File: src/hw/pbs_pkg.sv
// package: register map, field positions and timing constants of the bit serial assist
package pbs_pkg;
  // register byte offsets (our own map on APB)
  localparam logic [11:0] OFF_CONTROL = 12'h000;
  localparam logic [11:0] OFF_STATUS  = 12'h004;
  localparam logic [11:0] OFF_SYNCTMR = 12'h008;
  localparam logic [11:0] OFF_BREAKTM = 12'h00C;
  localparam logic [11:0] OFF_CAPTURE = 12'h010;
  localparam logic [11:0] OFF_COMPARE = 12'h014;
  // control field positions
  localparam int CTL_START_IE = 3;
  localparam int CTL_CMP_IE   = 5;
  localparam int CTL_PWM_MODE = 6;
  localparam int CTL_RISE_IE  = 8;
  localparam int CTL_WIDTH    = 9;
  // status field positions (write one to clear)
  localparam int STA_RISE  = 0;
  localparam int STA_START = 1;
  localparam int STA_CMP   = 3;
  localparam int STA_WIDTH = 4;
  localparam logic [CTL_WIDTH-1:0] CTL_RESET = 9'h000;
  // timer rates
  localparam int CLK_HZ      = 25_000_000;
  localparam int SYNC_HZ     = 5_000_000;
  localparam int LOWPWR_HZ   = 131_000;
  localparam int SYNC_DIV    = CLK_HZ / SYNC_HZ;
  localparam int LOWPWR_DIV  = CLK_HZ / LOWPWR_HZ;
  localparam int TMR_WIDTH   = 16;

  typedef struct packed {
    logic psel;
    logic penable;
    logic pwrite;
    logic [11:0] paddr;
    logic [31:0] pwdata;
  } pbs_apb_req_type;

  typedef struct packed {
    logic [31:0] prdata;
    logic pready;
    logic pslverr;
  } pbs_apb_rsp_type;
endpackage : pbs_pkg

File: src/hw/pbs_bit_serial.sv
// pulse-width bit serial assist: break-width timer, sync timer, capture/compare, APB regs
// Function
// - serial mode only when control bit 6 set
// - rising edge interrupt when control bit 8 set
// - break timer clears on fall, holds at rise
// - break timer runs from low-power clock tick
// - falling edge copies sync timer to capture
// - sync timer free-runs at high-speed rate
// - compare match sets status bit 3, interrupt
// - start interrupt on fall, wakes core
// - capture register 16 bits, read only
// - frame 19 bits at 1200 bit/s
// - low time fraction selects sync, zero, one
//
// Our own choices: the placing of the registers and register access over APB.
`timescale 1ns/1ps
`default_nettype none
module pbs_bit_serial
  import pbs_pkg::*;
#(
  parameter int SYNC_DIVIDE   = SYNC_DIV,
  parameter int LOWPWR_DIVIDE = LOWPWR_DIV
) (
  input  wire logic            clk,
  input  wire logic            rst_b,
  input  wire pbs_apb_req_type apbReq,
  output var  pbs_apb_rsp_type apbRsp,
  input  wire logic            busLine,
  output var  logic            irq,
  output var  logic            wake
);
  typedef struct packed {
    logic [1:0]           lineSync;
    logic                 lineDly;
    logic [CTL_WIDTH-1:0] control;
    logic [STA_WIDTH-1:0] status;
    logic [TMR_WIDTH-1:0] syncTimer;
    logic [TMR_WIDTH-1:0] breakTimer;
    logic                 breakRun;
    logic [TMR_WIDTH-1:0] captureVal;
    logic [TMR_WIDTH-1:0] compareVal;
    logic [31:0]          rdata;
    logic                 irq;
    logic                 wake;
  } pbs_state_type;

  pbs_state_type st;
  pbs_state_type next_st;
  logic          syncTick;
  logic          lpTick;

  pbs_tick_div #(.DIV(SYNC_DIVIDE)) u_sync_div (
    .clk  (clk),
    .rst_b(rst_b),
    .tick (syncTick)
  );

  // low-power oscillator modelled as a divided tick of the system clock
  pbs_tick_div #(.DIV(LOWPWR_DIVIDE)) u_lp_div (
    .clk  (clk),
    .rst_b(rst_b),
    .tick (lpTick)
  );

  logic                 fallEdge;
  logic                 riseEdge;
  logic                 modeOn;
  logic                 wrAcc;
  logic                 rdAcc;
  logic                 selControl;
  logic                 selStatus;
  logic                 selSyncTmr;
  logic                 selBreakTm;
  logic                 selCapture;
  logic                 selCompare;
  logic [TMR_WIDTH-1:0] syncPlusOne;
  logic                 cmpHit;
  logic                 cmpArmed;
  logic                 riseArmed;
  logic                 startArmed;
  logic                 breakFull;
  logic                 breakStep;
  logic [STA_WIDTH-1:0] setBits;
  logic [STA_WIDTH-1:0] clrBits;

  always_comb begin
    next_st = st;
    // edges from the second sync stage only, so a metastable first stage never reaches logic
    fallEdge = st.lineDly & ~st.lineSync[1];
    riseEdge = ~st.lineDly & st.lineSync[1];
    modeOn = st.control[CTL_PWM_MODE];
    wrAcc = apbReq.psel & apbReq.penable & apbReq.pwrite;
    rdAcc = apbReq.psel & ~apbReq.penable & ~apbReq.pwrite;
    // register select decode, shared by the write and read paths
    selControl = (apbReq.paddr == OFF_CONTROL);
    selStatus = (apbReq.paddr == OFF_STATUS);
    selSyncTmr = (apbReq.paddr == OFF_SYNCTMR);
    selBreakTm = (apbReq.paddr == OFF_BREAKTM);
    selCapture = (apbReq.paddr == OFF_CAPTURE);
    selCompare = (apbReq.paddr == OFF_COMPARE);
    // shared increment feeds both the timer and the match test
    syncPlusOne = st.syncTimer + 16'h0001;
    cmpHit = (syncPlusOne == st.compareVal);
    cmpArmed = modeOn & st.control[CTL_CMP_IE];
    riseArmed = modeOn & st.control[CTL_RISE_IE];
    startArmed = st.control[CTL_START_IE];
    breakFull = (st.breakTimer == 16'hFFFF);
    breakStep = st.breakRun & lpTick & ~breakFull;
    setBits = '0;
    clrBits = '0;

    next_st.lineSync = {st.lineSync[0], busLine};
    next_st.lineDly = st.lineSync[1];

    // sync timer only moves in serial mode and is never cleared there
    if (modeOn && syncTick) begin
      next_st.syncTimer = syncPlusOne;
    end
    // capture takes the count from before this edge's increment
    if (modeOn && fallEdge) begin
      next_st.captureVal = st.syncTimer;
    end
    // match on the tick that makes the timer equal to the compare word
    if (cmpArmed && syncTick && cmpHit) begin
      setBits[STA_CMP] = 1'b1;
    end

    // sixteen bits at the low-power rate outlast a whole bit period at the frame rate
    if (modeOn && fallEdge) begin
      next_st.breakTimer = '0;
      next_st.breakRun = 1'b1;
    end else if (riseEdge) begin
      next_st.breakRun = 1'b0;
    end else if (breakStep) begin
      next_st.breakTimer = st.breakTimer + 16'h0001;
    end
    if (riseArmed && riseEdge) begin
      setBits[STA_RISE] = 1'b1;
    end
    // start detect works outside serial mode too so it can wake the core
    if (startArmed && fallEdge) begin
      setBits[STA_START] = 1'b1;
    end

    // register writes take effect at the access edge only
    if (wrAcc && selControl) begin
      next_st.control = apbReq.pwdata[CTL_WIDTH-1:0];
    end
    if (wrAcc && selStatus) begin
      clrBits = apbReq.pwdata[STA_WIDTH-1:0];
    end
    if (wrAcc && selCompare) begin
      next_st.compareVal = apbReq.pwdata[TMR_WIDTH-1:0];
    end
    // set beats a simultaneous clear, so no event is lost to a late clear
    next_st.status = (st.status & ~clrBits) | setBits;

    // read data is registered at the setup edge and stands through the access phase
    if (rdAcc) begin
      next_st.rdata = 32'h00000000;
      if (selControl) begin
        next_st.rdata = 32'(st.control);
      end
      if (selStatus) begin
        next_st.rdata = 32'(st.status);
      end
      if (selSyncTmr) begin
        next_st.rdata = 32'(st.syncTimer);
      end
      if (selBreakTm) begin
        next_st.rdata = 32'(st.breakTimer);
      end
      if (selCapture) begin
        next_st.rdata = 32'(st.captureVal);
      end
      if (selCompare) begin
        next_st.rdata = 32'(st.compareVal);
      end
    end

    // one request line for all causes; software reads status to tell them apart
    next_st.irq = |next_st.status;
    next_st.wake = next_st.status[STA_START];
  end

  always_ff @(posedge clk or negedge rst_b) begin
    if (!rst_b) begin
      // line sync preset to the idle level so no false edge follows reset
      st.lineSync   <= 2'h3;
      st.lineDly    <= 1'b1;
      st.control    <= CTL_RESET;
      st.status     <= '0;
      st.syncTimer  <= '0;
      st.breakTimer <= '0;
      st.breakRun   <= 1'b0;
      st.captureVal <= '0;
      st.compareVal <= '0;
      st.rdata      <= '0;
      st.irq        <= 1'b0;
      st.wake       <= 1'b0;
    end else begin
      st <= next_st;
    end
  end

  always_comb begin
    apbRsp.prdata = st.rdata;
    apbRsp.pready = 1'b1;
    apbRsp.pslverr = 1'b0;
  end

  assign irq = st.irq;
  assign wake = st.wake;
endmodule : pbs_bit_serial
`default_nettype wire

File: src/hw/pbs_tick_div.sv
// tick divider: one-cycle strobe every DIV clocks
`timescale 1ns/1ps
`default_nettype none
module pbs_tick_div
  import pbs_pkg::*;
#(
  parameter int DIV = 5
) (
  input  wire logic clk,
  input  wire logic rst_b,
  output var  logic tick
);
  typedef struct packed {
    logic [15:0] cnt;
    logic        tick;
  } pbs_div_type;
  pbs_div_type st;
  pbs_div_type next_st;

  always_comb begin
    next_st = st;
    next_st.tick = 1'b0;
    if (st.cnt == 16'(DIV - 1)) begin
      next_st.cnt = 16'h0000;
      next_st.tick = 1'b1;
    end else begin
      next_st.cnt = st.cnt + 16'h0001;
    end
  end

  always_ff @(posedge clk or negedge rst_b) begin
    if (!rst_b) begin
      st <= '0;
    end else begin
      st <= next_st;
    end
  end

  assign tick = st.tick;
endmodule : pbs_tick_div
`default_nettype wire

File: config.mk
export PLATFORM = sky130hd
export DESIGN_NAME = pbs_bit_serial
export DESIGN_NICKNAME = d
export VERILOG_FILES = /design/src/hw/pbs_pkg.sv /design/src/hw/pbs_bit_serial.sv /design/src/hw/pbs_tick_div.sv
export SDC_FILE = /design/constraint.sdc
export NUM_CORES = 1
export LEC_CHECK = 0
export ABC_AREA = 1
export BUFFER_PORTS_ARGS = -buffer_cell sky130_fd_sc_hd__buf_2
export CAP_MARGIN = 20
export CORE_ASPECT_RATIO = 0.5
export CORE_UTILIZATION = 50
export DETAILED_ROUTE_END_ITERATION = 6
export PLACE_DENSITY_LB_ADDON = 0.12
export SLEW_MARGIN = 0
export SYNTH_ARGS = -nofsm -noshare
export SYNTH_HDL_FRONTEND = slang
export SYNTH_HIERARCHICAL = 1
export SYNTH_SLANG_ARGS = --single-unit
File: constraint.sdc
create_clock -name clk -period 1.69 [get_ports clk]
set_input_delay 0.338 -clock clk [delete_from_list [all_inputs] [get_ports clk]]
set_output_delay 0.338 -clock clk [all_outputs]
set_load 0.02 [all_outputs]
; ---- After elaboration in Yosys (flattened, before gate mapping)
; Cells that the tools add are included.
[classes]
add_sub_neg = 4
n_reduce_logical = 14
eq_ne = 10
bitwise_logic = 18
muxes = 18
[ops]
columns = op, count
row1 = two-way mux 32 bit, 5
row2 = adder 16 x 1 -> 16 bit (second input constant), 4
row3 = two-way mux 16 bit, 4
row4 = equality test 12 x 4 -> 1 bit (second input constant), 2
row5 = equality test 12 x 5 -> 1 bit (second input constant), 2
row6 = two-way mux 17 bit, 1
row7 = equality test 16 bit, 1
row8 = equality test 16 bit (second input constant), 1
row9 = equality test 16 x 3 -> 1 bit (second input constant), 1
row10 = equality test 16 x 8 -> 1 bit (second input constant), 1
row11 = equality test 12 x 3 -> 1 bit (second input constant), 1
row12 = logical NOT 12 bit, 1
row13 = bitwise AND 1 bit, 10
row14 = logical AND 1 bit, 9
row15 = two-way mux 9 bit, 1
row16 = two-way mux 1 bit, 6
row17 = NOT 1 bit, 5
row18 = bitwise AND 4 bit, 1
row19 = two-way mux 4 bit, 1
row20 = NOT 4 bit, 1
row21 = bitwise OR 4 bit, 1
row22 = nonzero test 2 bit, 2
row23 = OR reduction 4 bit, 1
row24 = != test 2 x 1 -> 1 bit (second input constant), 1
row25 = AND reduction 2 bit, 1
[word_totals]
out_inout_bits = 36
input_bits = 50
reg_bits = 149

; ---- Logic depth before layout (Yosys ltp)
[logic_depth]
word_depth = 8
depth_mapped = 13
mapped_depth_nobuf = 13

; ---- By module
; The synthesis kept the hierarchy.
[by_module_without_submodules]
columns = module, cells_each, seq_area_each_um2, area_per_inst_um2, instances
row1 = pbs_bit_serial, 734, 2456.1, 5550.3, 1
row2 = pbs_tick_div at u_sync_div, 121, 425.4, 928.4, 1
row3 = pbs_tick_div at u_lp_div, 121, 425.4, 925.9, 1

; ---- Least setup slack after synthesis
; Ideal clock, no wire load.
[synth_timing]
kind = flip-flop to flip-flop
from = reg st[84] (netlist bit)
to = reg, netlist name irq
arrival_time_ns = 1.485
period_less_slack_ns = 1.554
n_path_buf = 0
stages_incl_launch_ff = 14
path_slack_ns = 0.136
setup_ns = 0.069
t_required_ns = 1.621
cell_sequence = dfrtp_1 ha_1 nand2_1 nor2_4 nand2_1 nor2_1 nor2_1 nand2_1 nand2_1 clkinv_1 nand3_1 nor2_1 nand3_1 nand3_1
[synth_rtl]
columns = item, line_no
row1 = start: declaration, pbs_bit_serial.sv:47  ; pbs_state_type st;
row2 = start signal: assignment, pbs_bit_serial.sv:202  ; st <= next_st;

==> run_results.csv <==
group,metric,value,unit
cells_and_area,areaGrowthSynthToFinish,20.1,%
routing,drt_iter0_markers,446,
floorplan,initial_core_util,0.512,
pwr,p_int,0.00585,W
synth,synth_top_area_frac,0.436,
routing,vias,6531,
cts,cts_tree,"built",
place,io_buffers,51,
sta,hold_viol_final,0,
worst_setup_path,crit_path_end,"irq",
worst_setup_path,cp-startpoint,"st[84]",
worst_setup_path,reg2reg_from,"st[84]",
worst_setup_path,critPathLaunchType,"flip-flop",
pwr,p_clk_frac,0.543,
grt,top_usage_layer,"met2",
cells_and_area,nets,1125,
worst_setup_path,cp-end-kind,"flip-flop",
pwr,p_leak,4.37,nW
worst_setup_path,required,2040,ps
floorplan,die_w,174,um
synth,synth-seq-cells,132,
sta,setup_tns,-98.4,ps
flow_run,maxCapViolCount,0,
pwr,p_per_area,835,nW/um2
routing,avgViaCountPerCell,5.10,
floorplan,num_rows,31,
worst_setup_path,reg2regPathDepth,10,
cells_and_area,layout-drive-gt1-share,0.205,
floorplan,die_h,88.1,um
worst_setup_path,critical_path_class,"flip-flop to flip-flop",
worst_setup_path,reg2reg_to,"irq",
synth,yosys.area.top_type,"dfrtp_1",
grt,antenna_found_initial,0,
sta,fin_crit_sh,1.03,
cts,cts.sinks,132,
synth,syn_area,7400,um2
pwr,vdd_drop_max,0.000633,V
synth,avgSynthCellArea,7.59,um2
synth,yosysWarnings,6,
synth,ys_types,45,
worst_setup_path,arrival,2090,ps
min_path,hp-class,"input pin to flip-flop",
sta,setup_viol,2,
cts,cts_made_buffers,17,
synth,synth_edf_count,0,
grt,grt_use_met1,0.359,
floorplan,fp.coreArea,14500,um2
sta,slew_headroom,0.654,
routing,drc,0,
sta,timing.fmax,574,MHz
grt,overflow,0,
floorplan,dieArea,15300,um2
cts,htreeDepth,4,
sta,drv_slew,0,
outcome,status,"complete, but fails checks",
outcome,violations,"setup timing",
sta,period_minus_slack,1740,ps
grt,grt_pass1_wl,29700,um
pwr,p_comb_frac,0.030,
cells_and_area,antennaDiodeCount,0,
sta,rsz0062_at_grt,"yes",
sta,worst_slack,-51.8,ps
cts,cts_root_buf,"clkbuf_16",
grt,grt_max_degree,42,
worst_setup_path,crit_fanout,3,
synth,seq_area_frac_synth,0.447,
floorplan,io_pins,86,
cts,clk_path_buf_depth,2,
grt,use_met2,0.393,
routing,ant_nets,0,
pwr,p_seq_frac,0.427,
place,hpwlAfterDp,13400,um
synth,async_flop_share,1.00,
grt,gr-usage-all-layers,0.250,
sta,skew,7.79,ps
sta,fin_hold_ws,27.9,ps
routing,first_pass_iters,5,
routing,totalWireLength,17900,um
cts,path_clk_slew,60,ps
synth,synth_ff_type,"dfrtp_1",
synth,syn_inst,976,
pwr,finalPower,0.00743,W
pwr,net-switching-power,0.00157,W
pwr,swShare,0.212,
worst_setup_path,rrSetupSlack,-50,ps
sta,worst_slew_pin_slew,519,ps
routing,wl_per_cell,14.0,um
synth,synth.top_cells.by_area,"dfrtp_1 44%, nand2_1 14%, inv_1 5.8%",
grt,grt_pass1_vias,6024,
grt,use_met3,0.0408,
place,gp_congestion,0.906,
cts,insertion_delay,410,ps
power by group through the flow:
stage	combinational, W	clock [W]	sequential [W]
after detailed placement	0.000223	0	0.00323
after floorplan	0.000108	0	0.00323
final	0.000220	0.00403	0.00317
after CTS	0.000226	0.00410	0.00317
after global routing	0.000249	0.00424	0.00317
after global placement	0.000220	0	0.00323
logic make-up (layout without fill, tap and decap cells):
kind of cell	after synthesis	after routing	synth area share
other cells	2	18	0.00101
xor+xnor	20	20	0.0255
simple gates	504	504	0.298
mux	5	5	0.00760
compound gates	135	135	0.103
flops	132	132	0.447
buf+inv	172	262	0.108
fa+ha+maj	6	6	0.0101
cell usage after synthesis, types with 2 or more instances:
cell / number
and2_1: 2
buf_4: 34
o21bai_1: 4
a21oi_1: 23
dfstp_2: 3
o21ai_1: 14
nor2_2: 7
nor3_1: 12
ha_1: 6
inv_1: 114
clkbuf_1: 9
nand2_1: 278
nand3_1: 57
o221ai_1: 4
nor2_1: 101
nand3b_1: 5
xnor2_1: 6
o22ai_1: 3
mux2_2: 5
buf_6: 3
xor2_1: 13
nor2_4: 5
a21oi_2: 2
dfrtp_1: 129
conb_1: 2
nand3_2: 4
nand2_2: 13
nand4_1: 14
o21ai_2: 9
inv_2: 5
buf_2: 6
o21ai_0: 71
worst min path at each step:
stage | slack [ps] | end | from | depth (start not counted)
final | 30 | next_st[114] | busLine | 1
after global routing | 5 | next_st[114] | busLine | 1
after CTS | 20 | next_st[114] | busLine | 1
after detailed placement | 290 | apbRsp[10] | rst_b | 1
after global placement | 290 | apbRsp[10] | rst_b | 1
after floorplan | 40 | apbRsp[10] | rst_b | 0
cell usage in the layout (no fill, tap or decap), types with 3 or more instances in the layout:
cell type and n:
a21oi_1 23, buf_12 5, buf_2 50, buf_4 53, bufinv_16 5, clkbuf_16 17
clkinv_2 3, clkinv_4 3, conb_1 18, dfrtp_1 128, dfstp_2 3, ha_1 5
inv_1 113, inv_2 5, mux2_2 5, nand2_1 271, nand2_2 18, nand2_4 3
nand3_1 53, nand3_2 8, nand3b_1 5, nand4_1 14, nor2_1 96, nor2_2 9
nor2_4 8, nor3_1 10, o21ai_0 67, o21ai_1 16, o21ai_2 11, o21bai_1 4
o221ai_1 4, o22ai_1 3, xnor2_1 6, xor2_1 12
worst max-delay path, cell delays in order, from the launching register on:
cell     delay (ps)
dfrtp_1         390
buf_4           150
nand2_4          70
nor2_4          150
nand2_2         110
xor2_2          210
xor2_1          170
o21ai_0         100
nor2_1          140
nand3_2         120
nand3_2          80
stage by stage:
step	setup slack, ps	instances	area, um2	util
final	-51.8	1280	8890	0.615
after global routing	-181	1280	8890	0.615
after CTS	-22.5	1273	8790	0.607
after detailed placement	-132	1239	8060	0.557
after global placement	-98.1	1239	8060	0.557
after floorplan	136	992	7460	-
registers in the layout, summed over array words and instances (netlist names):
register,flops
irq,1
u_sync_div/tick,1
next_st,2
u_sync_div/st,16
apbRsp,16
modeOn,1
u_lp_div/st,16
u_lp_div/tick,1
st,78
metal layers:
metal / part of all wire / vias up / routed length, um
met3: 0.045 / 20 / 804
met5: 0 / - / 0
met2: 0.44 / 177 / 7810
li1: - / 3248 / -
met4: 0.012 / 0 / 212
met1: 0.51 / 3086 / 9040
repair_timing:
| item | 4_1_cts | 5_1_grt |
|---|---|---|
| endpoints found under the hold margin | 34 | 0 |
| gates resized for setup | 15 | 20 |
| hold buffers | 1 | 0 |
| setup endpoints to repair | 2 | 14 |
| pin swaps | 4 | 7 |
| setup buffers | 1 | 7 |
final cells by class:
| type | instances | area [um2] |
|---|---|---|
| clock buffer | 19 | 433 |
| clock inverter | 13 | 208 |
| fill | 1309 | 5580 |
| inverter | 120 | 453 |
| multi-input combinational | 688 | 3470 |
| sequential | 132 | 3310 |
| tap | 198 | 248 |
| timing repair buffer | 110 | 769 |
Power figures use the tool's default switching activity.
